===== config.mk =====
export PLATFORM = sky130hd
export DESIGN_NAME = dpmc_top
export DESIGN_NICKNAME = d
export VERILOG_FILES = /design/src/logic/dpmc_pkg.sv /design/src/logic/dpmc_top.sv
export SDC_FILE = /design/constraint.sdc
export NUM_CORES = 1
export LEC_CHECK = 0
export BUFFER_PORTS_ARGS = -buffer_cell sky130_fd_sc_hd__buf_2
export CORE_ASPECT_RATIO = 1.5
export CORE_MARGIN = 1
export CORE_UTILIZATION = 46
export CTS_BUF_LIST = sky130_fd_sc_hd__clkbuf_4 sky130_fd_sc_hd__clkbuf_8
export CTS_CLUSTER_SIZE = 40
export DETAILED_ROUTE_END_ITERATION = 10
export GPL_TIMING_DRIVEN = 0
export PLACE_DENSITY = 0.89
export SYNTH_ARGS = -nofsm -noshare
export SYNTH_HDL_FRONTEND = slang
export SYNTH_SLANG_ARGS = --single-unit
export TNS_END_PERCENT = 5

===== constraint.sdc =====
create_clock -name CLOCK -period 2 [get_ports CLOCK]
set_clock_uncertainty 0.2 [all_clocks]
set_input_delay 0.1 -clock CLOCK [delete_from_list [all_inputs] [get_ports CLOCK]]
set_output_delay 0.1 -clock CLOCK [all_outputs]
set_load 0.03 [all_outputs]

===== src/logic/dpmc_pkg.sv =====
// shared constants and types for the dual-input power mux control block
package dpmc_pkg;

  // register word offsets (byte addresses, one aligned 32-bit word each)
  localparam int            DATA_W      = 32;
  localparam int            OFS_W       = 4;
  localparam logic [3:0]    CTRL_OFS    = 4'h0;   // control bits
  localparam logic [3:0]    DRIVE_OFS   = 4'h4;   // gate drive state, read and write
  localparam logic [3:0]    STATUS_OFS  = 4'h8;   // filtered pin levels, read only

  // control register layout, lowest field is bit 0
  localparam int CTRL_W = 8;
  typedef struct packed {
    logic bypass_enable;             // bit 7
    logic charge_enable;             // bit 6
    logic port_two_pulldown_enable;  // bit 5
    logic port_one_pulldown_enable;  // bit 4
    logic bus_pulldown_enable;       // bit 3
    logic reverse_power_enable;      // bit 2
    logic high_impedance_enable;     // bit 1
    logic disable_both_drives;       // bit 0
  } dpmc_ctrl_s;
  localparam dpmc_ctrl_s CTRL_RESET = 8'h00;

  // drive state register layout
  localparam int         DRV_W     = 2;
  localparam int         DRV_P1    = 0;
  localparam int         DRV_P2    = 1;
  localparam logic [1:0] DRV_NONE  = 2'h0;
  localparam logic [1:0] DRV_ONE   = 2'h1;
  localparam logic [1:0] DRV_TWO   = 2'h2;
  localparam logic [1:0] DRV_BOTH  = 2'h3;

  // bit positions of the pin inputs inside the filtered vector and status word
  localparam int IN_P1_PRESENT = 0;
  localparam int IN_P2_PRESENT = 1;
  localparam int IN_P1_OVP     = 2;
  localparam int IN_P2_OVP     = 3;
  localparam int IN_BUS_PRES   = 4;
  localparam int IN_BUS_OVP    = 5;
  localparam int IN_P1_POP     = 6;
  localparam int IN_P2_POP     = 7;
  localparam int IN_FAULT      = 8;
  localparam int NUM_IN        = 9;

  // high-side switch count in bypass mode
  localparam int NUM_HIGH_SIDE = 4;

  // AXI4-Lite responses
  localparam logic [1:0] RESP_OKAY   = 2'h0;
  localparam logic [1:0] RESP_SLVERR = 2'h2;

endpackage


===== src/logic/dpmc_top.sv =====
// dual-input power mux control with AXI4-Lite registers
// Overview of operation
// - drive on only when port valid, allowed; in reverse mode the host selects a fitted port without presence
// - default turn on drive one, state 01
// - disable-both forces both drives off
// - host swaps port by writing drive state
// - high impedance turns both drives off
// - both present selects port one first
// - reverse power enable sets disable-both
// - overvoltage in reverse mode drops drive only
// - watchdog expiry clears reverse power enable
// - pulldown enable bits switch matching pulldowns
// - bypass plus charge closes all switches
// - bypass fault clears charge, keeps bypass
//
// The register addresses and the AXI4-Lite interface to the registers were decided locally.
`timescale 1ns/100ps
`default_nettype none
module dpmc_top #(
  parameter int ADDR_W = 12                      // AXI address width
) (
  input  wire logic              CLOCK,          // 10 MHz system clock
  input  wire logic              NRST,           // synchronous reset, low
  input  wire logic [ADDR_W-1:0] AWADDR,         // write address
  input  wire logic              AWVALID,        // write address valid
  output logic                   AWREADY,        // write address ready
  input  wire logic [31:0]       WDATA,          // write data
  input  wire logic [3:0]        WSTRB,          // write byte strobes
  input  wire logic              WVALID,         // write data valid
  output logic                   WREADY,         // write data ready
  output logic [1:0]             BRESP,          // write response
  output logic                   BVALID,         // write response valid
  input  wire logic              BREADY,         // write response ready
  input  wire logic [ADDR_W-1:0] ARADDR,         // read address
  input  wire logic              ARVALID,        // read address valid
  output logic                   ARREADY,        // read address ready
  output logic [31:0]            RDATA,          // read data
  output logic [1:0]             RRESP,          // read response
  output logic                   RVALID,         // read data valid
  input  wire logic              RREADY,         // read data ready
  input  wire logic              PORT1_PRESENT,  // port one above present level
  input  wire logic              PORT2_PRESENT,  // port two above present level
  input  wire logic              PORT1_INPUT_OVERVOLTAGE_FAULT, // port one over limit
  input  wire logic              PORT2_INPUT_OVERVOLTAGE_FAULT, // port two over limit
  input  wire logic              BUS_NODE_PRESENT,       // bus node already powered
  input  wire logic              BUS_OVERVOLTAGE_FAULT,  // bus node over limit
  input  wire logic              PORT1_POPULATED,        // fet pair one fitted
  input  wire logic              PORT2_POPULATED,        // fet pair two fitted
  input  wire logic              CHARGE_FAULT,           // any protection fault
  input  wire logic              WATCHDOG_EXPIRED,       // same-clock expiry pulse
  output logic                   PORT1_GATE_DRIVE,       // gate drive, pair one
  output logic                   PORT2_GATE_DRIVE,       // gate drive, pair two
  output logic                   BUS_PULLDOWN,           // bus discharge pulldown
  output logic                   PORT1_PULLDOWN,         // port one discharge
  output logic                   PORT2_PULLDOWN,         // port two discharge
  output logic                   BLOCKING_SWITCH,        // bypass blocking switch
  output logic [3:0]             HIGH_SIDE_SWITCHES      // four high-side switches
);

  // true when an address hits the given register word
  function automatic logic addr_hit(input logic [ADDR_W-1:0] a, input logic [3:0] ofs);
    addr_hit = (a[dpmc_pkg::OFS_W-1:0] == ofs) && (a[ADDR_W-1:dpmc_pkg::OFS_W] == '0);
  endfunction
  // true when an address hits any mapped word
  function automatic logic addr_mapped(input logic [ADDR_W-1:0] a);
    addr_mapped = addr_hit(a, dpmc_pkg::CTRL_OFS) || addr_hit(a, dpmc_pkg::DRIVE_OFS)
                  || addr_hit(a, dpmc_pkg::STATUS_OFS);
  endfunction

  // ---------------- pin synchronisers ----------------
  logic [dpmc_pkg::NUM_IN-1:0] pins;       // raw pin vector
  logic [dpmc_pkg::NUM_IN-1:0] s1_reg;     // first stage, feeds s2 only
  logic [dpmc_pkg::NUM_IN-1:0] s2_reg;     // second stage
  logic [dpmc_pkg::NUM_IN-1:0] s3_reg;     // third stage
  logic [dpmc_pkg::NUM_IN-1:0] filt_reg;   // accepted level
  logic [dpmc_pkg::NUM_IN-1:0] filt_next;  // next accepted level
  assign pins = {CHARGE_FAULT, PORT2_POPULATED, PORT1_POPULATED, BUS_OVERVOLTAGE_FAULT,
                 BUS_NODE_PRESENT, PORT2_INPUT_OVERVOLTAGE_FAULT,
                 PORT1_INPUT_OVERVOLTAGE_FAULT, PORT2_PRESENT, PORT1_PRESENT};
  // a bit changes only when stages two and three agree, so one-cycle glitches die
  always_comb
  begin
    filt_next = (s2_reg & s3_reg) | (filt_reg & (s2_reg | s3_reg));
  end
  // synchroniser chain
  always_ff @(posedge CLOCK)
  begin
    if (!NRST)
    begin
      s1_reg   <= '0;
      s2_reg   <= '0;
      s3_reg   <= '0;
      filt_reg <= '0;
    end
    else
    begin
      s1_reg   <= pins;
      s2_reg   <= s1_reg;
      s3_reg   <= s2_reg;
      filt_reg <= filt_next;
    end
  end

  // ---------------- AXI4-Lite slave ----------------
  logic              aw_full_reg, aw_full_next;   // write address held
  logic [ADDR_W-1:0] aw_addr_reg, aw_addr_next;   // held write address
  logic              w_full_reg, w_full_next;     // write data held
  logic [31:0]       w_data_reg, w_data_next;     // held write data
  logic [3:0]        w_strb_reg, w_strb_next;     // held strobes
  logic              bvalid_reg, bvalid_next;     // response pending
  logic [1:0]        bresp_reg, bresp_next;       // response code
  logic              rvalid_reg, rvalid_next;     // read data pending
  logic [31:0]       rdata_reg, rdata_next;       // read data
  logic [1:0]        rresp_reg, rresp_next;       // read response code
  logic              wr_fire;                     // write is carried out now
  logic              wr_ctrl;                     // control word written
  logic              wr_drive;                    // drive word written
  dpmc_pkg::dpmc_ctrl_s wctrl;                    // write data seen as control
  dpmc_pkg::dpmc_ctrl_s ctrl_reg, ctrl_next;      // control bits
  logic [dpmc_pkg::DRV_W-1:0] drv_reg, drv_next;  // gate drive state
  assign AWREADY  = !aw_full_reg;
  assign WREADY   = !w_full_reg;
  assign ARREADY  = !rvalid_reg;
  assign BVALID   = bvalid_reg;
  assign BRESP    = bresp_reg;
  assign RVALID   = rvalid_reg;
  assign RDATA    = rdata_reg;
  assign RRESP    = rresp_reg;
  // both halves held and the last response gone: carry out the write
  assign wr_fire  = aw_full_reg && w_full_reg && !bvalid_reg;
  assign wr_ctrl  = wr_fire && w_strb_reg[0] && addr_hit(aw_addr_reg, dpmc_pkg::CTRL_OFS);
  assign wr_drive = wr_fire && w_strb_reg[0] && addr_hit(aw_addr_reg, dpmc_pkg::DRIVE_OFS);
  assign wctrl    = dpmc_pkg::dpmc_ctrl_s'(w_data_reg[dpmc_pkg::CTRL_W-1:0]);
  // bus channel next state; address and data are taken in either order
  always_comb
  begin
    aw_full_next = aw_full_reg;
    aw_addr_next = aw_addr_reg;
    w_full_next  = w_full_reg;
    w_data_next  = w_data_reg;
    w_strb_next  = w_strb_reg;
    bvalid_next  = bvalid_reg;
    bresp_next   = bresp_reg;
    rvalid_next  = rvalid_reg;
    rdata_next   = rdata_reg;
    rresp_next   = rresp_reg;
    if (AWVALID && !aw_full_reg)
    begin
      aw_full_next = 1'b1;
      aw_addr_next = AWADDR;
    end
    if (WVALID && !w_full_reg)
    begin
      w_full_next = 1'b1;
      w_data_next = WDATA;
      w_strb_next = WSTRB;
    end
    if (bvalid_reg && BREADY)
      bvalid_next = 1'b0;
    if (wr_fire)
    begin
      // unmapped words answer slave error and change nothing
      aw_full_next = 1'b0;
      w_full_next  = 1'b0;
      bvalid_next  = 1'b1;
      bresp_next   = addr_mapped(aw_addr_reg) ? dpmc_pkg::RESP_OKAY : dpmc_pkg::RESP_SLVERR;
    end
    if (rvalid_reg && RREADY)
      rvalid_next = 1'b0;
    if (ARVALID && !rvalid_reg)
    begin
      rvalid_next = 1'b1;
      rresp_next  = dpmc_pkg::RESP_OKAY;
      rdata_next  = '0;
      if (addr_hit(ARADDR, dpmc_pkg::CTRL_OFS))
        rdata_next[dpmc_pkg::CTRL_W-1:0] = ctrl_reg;
      else if (addr_hit(ARADDR, dpmc_pkg::DRIVE_OFS))
        rdata_next[dpmc_pkg::DRV_W-1:0] = drv_reg;
      else if (addr_hit(ARADDR, dpmc_pkg::STATUS_OFS))
        rdata_next[dpmc_pkg::NUM_IN-1:0] = filt_reg;
      else
        rresp_next = dpmc_pkg::RESP_SLVERR;
    end
  end

  // bus channel registers
  always_ff @(posedge CLOCK)
  begin
    if (!NRST)
    begin
      aw_full_reg <= 1'b0;
      aw_addr_reg <= '0;
      w_full_reg  <= 1'b0;
      w_data_reg  <= '0;
      w_strb_reg  <= '0;
      bvalid_reg  <= 1'b0;
      bresp_reg   <= dpmc_pkg::RESP_OKAY;
      rvalid_reg  <= 1'b0;
      rdata_reg   <= '0;
      rresp_reg   <= dpmc_pkg::RESP_OKAY;
    end
    else
    begin
      aw_full_reg <= aw_full_next;
      aw_addr_reg <= aw_addr_next;
      w_full_reg  <= w_full_next;
      w_data_reg  <= w_data_next;
      w_strb_reg  <= w_strb_next;
      bvalid_reg  <= bvalid_next;
      bresp_reg   <= bresp_next;
      rvalid_reg  <= rvalid_next;
      rdata_reg   <= rdata_next;
      rresp_reg   <= rresp_next;
    end
  end

  // ---------------- power mux control ----------------
  logic ok1_base;       // port one may carry power, bus node aside
  logic ok2_base;       // port two may carry power, bus node aside
  logic bus_free;       // bus node not yet powered
  logic otg;            // reverse power mode
  logic otg_fault;      // overvoltage while in reverse power mode
  logic bypass_on_reg;  // bypass switches closed
  logic bypass_on_next; // next bypass switch state
  assign otg      = ctrl_reg.reverse_power_enable;
  assign bus_free = !filt_reg[dpmc_pkg::IN_BUS_PRES];
  // turn-on conditions shared by both ports
  assign ok1_base = filt_reg[dpmc_pkg::IN_P1_POP] && filt_reg[dpmc_pkg::IN_P1_PRESENT]
                    && !filt_reg[dpmc_pkg::IN_P1_OVP] && !ctrl_reg.disable_both_drives
                    && !ctrl_reg.high_impedance_enable;
  assign ok2_base = filt_reg[dpmc_pkg::IN_P2_POP] && filt_reg[dpmc_pkg::IN_P2_PRESENT]
                    && !filt_reg[dpmc_pkg::IN_P2_OVP] && !ctrl_reg.disable_both_drives
                    && !ctrl_reg.high_impedance_enable;
  // in reverse mode the port is driven from the far side, so present is not asked
  assign otg_fault = filt_reg[dpmc_pkg::IN_BUS_OVP]
                     || (drv_reg[dpmc_pkg::DRV_P1] && filt_reg[dpmc_pkg::IN_P1_OVP])
                     || (drv_reg[dpmc_pkg::DRV_P2] && filt_reg[dpmc_pkg::IN_P2_OVP]);

  // control bits: software writes, then hardware overrides
  always_comb
  begin
    ctrl_next = ctrl_reg;
    if (wr_ctrl)
    begin
      ctrl_next = wctrl;
      if (wctrl.reverse_power_enable && !ctrl_reg.reverse_power_enable)
        ctrl_next.disable_both_drives = 1'b1;
    end
    // expiry beats a write in the same cycle; reverse power must not survive it
    if (WATCHDOG_EXPIRED)
      ctrl_next.reverse_power_enable = 1'b0;
    // with bypass already enabled, a fault beats a write so charging cannot restart over a live fault
    if (ctrl_reg.bypass_enable && filt_reg[dpmc_pkg::IN_FAULT])
      ctrl_next.charge_enable = 1'b0;
  end

  // gate drive state: at most one port on at any time
  always_comb
  begin
    drv_next = drv_reg;
    if (ctrl_reg.disable_both_drives || ctrl_reg.high_impedance_enable)
      drv_next = dpmc_pkg::DRV_NONE;
    else if (otg)
    begin
      // reverse mode: only the host selects the output port
      if (otg_fault)
        drv_next = dpmc_pkg::DRV_NONE;
      else if (wr_drive)
      begin
        case (w_data_reg[dpmc_pkg::DRV_W-1:0])
          dpmc_pkg::DRV_NONE: drv_next = dpmc_pkg::DRV_NONE;
          dpmc_pkg::DRV_ONE:  drv_next = filt_reg[dpmc_pkg::IN_P1_POP] ? dpmc_pkg::DRV_ONE
                                                                     : drv_reg;
          dpmc_pkg::DRV_TWO:  drv_next = filt_reg[dpmc_pkg::IN_P2_POP] ? dpmc_pkg::DRV_TWO
                                                                     : drv_reg;
          default:            drv_next = drv_reg;  // both on is never accepted
        endcase
      end
    end
    else if (wr_drive && ok1_base && ok2_base
             && (w_data_reg[dpmc_pkg::DRV_W-1:0] == dpmc_pkg::DRV_ONE
                 || w_data_reg[dpmc_pkg::DRV_W-1:0] == dpmc_pkg::DRV_TWO))
      drv_next = w_data_reg[dpmc_pkg::DRV_W-1:0];
    else if (drv_reg[dpmc_pkg::DRV_P1] && !ok1_base)
      drv_next = dpmc_pkg::DRV_NONE;
    else if (drv_reg[dpmc_pkg::DRV_P2] && !ok2_base)
      drv_next = dpmc_pkg::DRV_NONE;
    else if (drv_reg == dpmc_pkg::DRV_NONE && bus_free)
    begin
      // port one ranks first when both inputs qualify
      if (ok1_base)
        drv_next = dpmc_pkg::DRV_ONE;
      else if (ok2_base)
        drv_next = dpmc_pkg::DRV_TWO;
    end
  end

  // bypass path closes only while charging is enabled
  always_comb
  begin
    bypass_on_next = ctrl_reg.bypass_enable && ctrl_reg.charge_enable;
  end

  // control registers
  always_ff @(posedge CLOCK)
  begin
    if (!NRST)
    begin
      ctrl_reg      <= dpmc_pkg::CTRL_RESET;
      drv_reg       <= dpmc_pkg::DRV_NONE;
      bypass_on_reg <= 1'b0;
    end
    else
    begin
      ctrl_reg      <= ctrl_next;
      drv_reg       <= drv_next;
      bypass_on_reg <= bypass_on_next;
    end
  end

  // outputs straight from flip-flops
  assign PORT1_GATE_DRIVE   = drv_reg[dpmc_pkg::DRV_P1];
  assign PORT2_GATE_DRIVE   = drv_reg[dpmc_pkg::DRV_P2];
  assign BUS_PULLDOWN       = ctrl_reg.bus_pulldown_enable;
  assign PORT1_PULLDOWN     = ctrl_reg.port_one_pulldown_enable;
  assign PORT2_PULLDOWN     = ctrl_reg.port_two_pulldown_enable;
  assign BLOCKING_SWITCH    = bypass_on_reg;
  assign HIGH_SIDE_SWITCHES = {dpmc_pkg::NUM_HIGH_SIDE{bypass_on_reg}};
endmodule

`default_nettype wire


### Word-level counts from Yosys, hierarchy flattened

Index checks and enable logic that the tools add are counted.

| storage, ports and cells | value |
|---|---|
| word-level logic and storage cells | 133 |
| bits of input ports | 77 |
| register bits | 85 |
| output and inout bits | 51 |

| cells by class | value |
|---|---|
| reduce and logical (&&, ||, !) cells | 68 |
| eq/ne operators | 10 |
| mux-type cells | 26 |
| bitwise operators | 5 |

Operator list:

| cell | number |
|---|---|
| 1-bit logical AND | 35 |
| 2-bit two-way mux | 16 |
| 9-bit bitwise AND | 2 |
| 9-bit bitwise OR | 2 |
| 8-bit logical NOT | 2 |
| 1-bit logical NOT | 12 |
| 9-bit two-way mux | 1 |
| 4-bit by 3-bit equality test with 1-bit output, second input constant | 2 |
| 4-bit equality test, second input constant | 2 |
| 4-bit logical NOT | 2 |
| 8-bit two-way mux | 1 |
| 4-bit != test, second input constant | 2 |
| 2-bit OR reduction | 4 |
| 7-bit two-way mux | 1 |
| 1-bit logical OR | 6 |
| 1-bit two-way mux | 6 |
| 2-bit case mux with 3 select lines | 1 |
| 6-bit AND reduction | 1 |
| 6-bit nonzero test | 1 |
| 5-bit by 1-bit != test with 1-bit output, second input constant | 1 |
| 5-bit nonzero test | 1 |
| 2-bit logical NOT | 2 |
| 2-bit nonzero test | 2 |
| 3-bit by 2-bit != test with 1-bit output, second input constant | 1 |
| other kinds (3) | 3 |

### Logic depth before layout (Yosys ltp)

| logic depth | value |
|---|---|
| depth in word-level cells | 11 |
| gate-level depth with buffers | 7 |
| gate-level depth less buffers | 7 |

### Worst setup path after synthesis

Ideal clock, no wire load.

| path | value |
|---|---|
| kind | register to register |
| start point | register aw_addr_reg[6] |
| end point | register drv_reg[0] (netlist name) |
| clock period less this slack | 1.929 ns |
| library setup time | 0.072 ns |
| arrival time | 1.657 ns |
| buffers on the path | 0 |
| data required time | 1.728 ns |
| cell stages (with the launch flop) | 6 |
| setup slack | 0.071 ns |
| cell sequence | dfxtp_1 -> or4_4 -> nor4_4 -> a31oi_1 -> a21oi_2 -> mux2i_1 |

| on the way | value |
|---|---|
| cells in the longest elaborated chain, start to end | 8 |
| elaborated cells between the ends (all ways) | 12 |
| those cells by class | eq/ne (1); mux (2); reduce/logical (9) |

RTL lines:

| what | line | RTL |
|---|---|---|
| start: declaration | dpmc_top.sv:106 | `logic [ADDR_W-1:0] aw_addr_reg, aw_addr_next;` |
| start signal: assignment | dpmc_top.sv:205 | `aw_addr_reg <= aw_addr_next;` |
| 8-bit logical NOT (*) | dpmc_top.sv:62 | `addr_hit = (a[dpmc_pkg::OFS_W-1:0] == ofs) && (a[ADDR_W-1:dpmc_pkg::OFS_W] == '0);` |
| 1-bit logical AND (*) | dpmc_top.sv:62 |  |
| 1-bit logical AND (*) | dpmc_top.sv:132 | `assign wr_drive = wr_fire && w_strb_reg[0] && addr_hit(aw_addr_reg, dpmc_pkg::DRIVE_OFS);` |
| 1-bit logical AND (2 in series) | dpmc_top.sv:280 | `else if (wr_drive && ok1_base && ok2_base` |
| 1-bit logical AND | dpmc_top.sv:281 | `&& (w_data_reg[dpmc_pkg::DRV_W-1:0] == dpmc_pkg::DRV_ONE` |
| 6-bit nonzero test (no line) (tied with other cells) | n/a |  |
| 6-bit AND reduction (no line) / 2-bit two-way mux (equally long branches) | n/a |  |
| end signal: assignment | dpmc_top.sv:310 | `drv_reg <= dpmc_pkg::DRV_NONE;` |
| end signal: assignment | dpmc_top.sv:316 | `drv_reg <= drv_next;` |
| end: declaration | dpmc_top.sv:120 | `logic [dpmc_pkg::DRV_W-1:0] drv_reg, drv_next;` |

Mark *: on every way between the ends. The rest lies on a longest branch, timed or not.
A chain may end at the register's enable or synchronous reset.

### Final worst setup path

| path | value |
|---|---|
| start point | register aw_addr_reg[5] |
| end point | register drv_reg[1] (netlist name) |

The elaborated chain is that of the path after synthesis.

==> impl_metrics.ini <==
[outcome]
status = complete, but fails checks
violations = setup timing

[clock_network]
cts_tree = done
cts_root_buf = clkbuf_8
numCtsBuffers = 9
clk_latency_ps = 370
clock_sink_count = 83
htree_levels = 3
clkTransAtPathRegs_ps = 80
cts_max_path_buffers = 2

[critical_path]
cp-start-kind = flip-flop
path_cells = or4_4 > nor4_4 > a31oi_1 > a21oi_2 > mux2i_1
r2r_end = drv_reg[1]$_SDFFE_PP0P_
max_stage_delay_ps = 560
end_kind = flip-flop
regToRegSetupSlack_ps = -110
crit_type = reg -> reg
crit_buf_inv = 0
cp_data_required_time_ps = 2100
r2r_start = aw_addr_reg[5]$_SDFFE_PN0P_
endpoint = drv_reg[1]$_SDFFE_PP0P_
crit_path_start = aw_addr_reg[5]$_SDFFE_PN0P_
slowest_stage = or4_4
cp_max_fo = 4
path_delay_family = simple AND/OR/NAND/NOR gates
cp.arrival_ps = 2210
reg2reg_depth = 5
crit_cells = 5

[timing]
tns_ps = -204
finalHoldViolCount = 0
rsz0062_at_grt = true
setup_viol = 2
slew_viol_final = 0
fin_ws_ps = -109
finalCriticalPeriod_ps = 2110
fmax_ghz = 0.474
period_share_pct = 105
hold-worst-slack_ps = 21.7

[grt]
grt_first_pass_wirelength_um = 12700
grt_max_degree = 14
overflow = 0
grt_usage_pct = 21.5
grt_pass1_vias = 2858
grt_antenna_before_repair = 0

[place]
dpl_worst_slack_ps = -108
globalplace.congestion = 0.872
postPlaceCellArea_um2 = 4070
portBuffers = 74
place_hpwl_um = 5520

[yosys]
ys_types = 40
synth_warnings = 0
ys_seq_area_share_pct = 47.8
synth-edff-count = 0
synth_top_cell_by_area = dfxtp_1
syn_area_um2 = 3480
synthCells = 386
synthFlopType = dfxtp_1
ys_ff_latch = 83
ys_async_sr_fraction_pct = 0
synth_top_area_share_pct = 47.8
ys_top_cells_by_count = dfxtp_1, nand2_1, and2_1
synth.most_common_cell = dfxtp_1
synthTopCellsByArea = dfxtp_1, nand2_1, and2_1
syn_avg_cell_area_um2 = 9.01

[drt]
viasPerCell = 4.75
firstDrtPassIters = 4
drc = 0
avgRoutedWirePerCell_um = 12.4
vias = 3029
routed_wl_um = 7930
drtIter0Drc = 134
ant_nets = 0

[floorplan]
io_pins = 128
core_area_um2 = 7270
die_h_um = 109
rows = 38
die-area_um2 = 7920
floorplan.initialDensity_pct = 47.8
die_w_um = 73.0

[cells_and_area]
diodes = 0
fill_cells = 615
largest_register_ff_count = 12
area_delta_synth_final_pct = 33.5
drive_above_1_share_pct = 23.8
multi_input_area_um2 = 1590
layout.nets = 614
ff_latch_area_um2 = 1660
design_area_um2 = 4650

[pwr]
total_power_mw = 3.39
p_leak_nw = 2.05
ir_worst_vdd_uv = 489
power_density_nw_per_um2 = 729

[worst_hold_path]
hold_class = in -> reg
whs_path_depth = 5

[job]
drv_cap = 0
[worst min-delay path: cells and delay by family]
| family | cells | cell delay (ps) |
|---|---|---|
| and+or+nand+nor | 3 | 280 |
| AOI/OAI and AO/OA | 1 | 90 |
| buffers and inverters | 1 | 70 |
[where the power goes]
part / switching, mW / leakage (nW) / internal [mW] / total, mW
Clock: 0.586 / 0.103 / 0.618 / 1.20
Sequential: 0.0389 / 0.678 / 1.71 / 1.75
Combinational: 0.234 / 1.27 / 0.201 / 0.435
Total: 0.859 / 2.05 / 2.53 / 3.39
[layout by cell type, fill, tap and decap left out, types with 3 or more instances in the layout]
master	netlist	layout
a21boi_0	31	31
a21oi_1	7	7
and2_1	39	39
buf_2	1	75
buf_4	29	29
clkbuf_1	12	12
clkbuf_8	0	10
clkinv_2	0	3
conb_1	1	25
dfxtp_1	83	83
dlygate4sd3_1	0	38
ha_1	4	4
inv_1	11	11
mux2i_1	17	17
nand2_1	72	72
nor2_1	14	14
nor2b_1	8	8
nor4_1	3	3
o21ai_0	21	21
or3_1	3	3
[what timing repair did]
| item | 4_1_cts | 5_1_grt |
|---|---|---|
| gates resized for setup | 0 | 1 |
| setup buffers | 0 | 0 |
| endpoints found under the hold margin | 36 | 0 |
| pin swaps | 4 | 0 |
| hold buffers | 38 | 0 |
| setup endpoints to repair | 2 | 8 |
[how the worst min path moves through the flow]
stage / slack [ps] / start / end
4_1_cts: 20 / ARADDR[10] / RDATA[1]$_SDFFE_PN0P_
3_3_place_gp: 80 / WATCHDOG_EXPIRED / otg$_SDFFE_PP0P_
3_5_place_dp: 80 / WATCHDOG_EXPIRED / otg$_SDFFE_PP0P_
5_1_grt: 90 / ARADDR[0] / RDATA[1]$_SDFFE_PN0P_
6_report: 20 / ARADDR[10] / RDATA[1]$_SDFFE_PN0P_
2_1_floorplan: -20 / WATCHDOG_EXPIRED / otg$_SDFFE_PP0P_
[stage by stage]
stage,instances,util (%)
after CTS,638,63.8
final,638,63.9
after global routing,638,63.9
after detailed placement,584,55.9
after floorplan,410,-
after global placement,584,55.9
[final cells by class]
type	count	share of cell area, %
multi-input cells	272	34.2
flip-flops and latches	83	35.8
well taps	100	2.69
repair buffers	112	16.2
plain buffers	44	6.09
inverters	11	0.889
clock buffers	11	3.12
clock inverters	5	1.13
[cell families (layout without fill, tap and decap cells)]
| group | after synthesis | in the layout | share of synthesized area, % |
|---|---|---|---|
| AND/OR/NAND/NOR | 154 | 154 | 22.6 |
| flip-flops | 83 | 83 | 47.8 |
| AO/OA/AOI/OAI | 71 | 71 | 13.6 |
| buffers and inverters | 55 | 183 | 9.31 |
| multiplexers | 18 | 18 | 5.21 |
| adder cells (fa/ha/maj) | 4 | 4 | 1.44 |
| other | 1 | 25 | 0.108 |
[metal layers]
| layer | track usage (%) | wire length, um |
|---|---|---|
| met3 | 4.94 | 363 |
| met2 | 38.1 | 4270 |
| met1 | 22.2 | 3060 |
| met4 | 13.9 | 237 |
| met5 | 0 | 0 |
(Power assumes the default switching activity.)
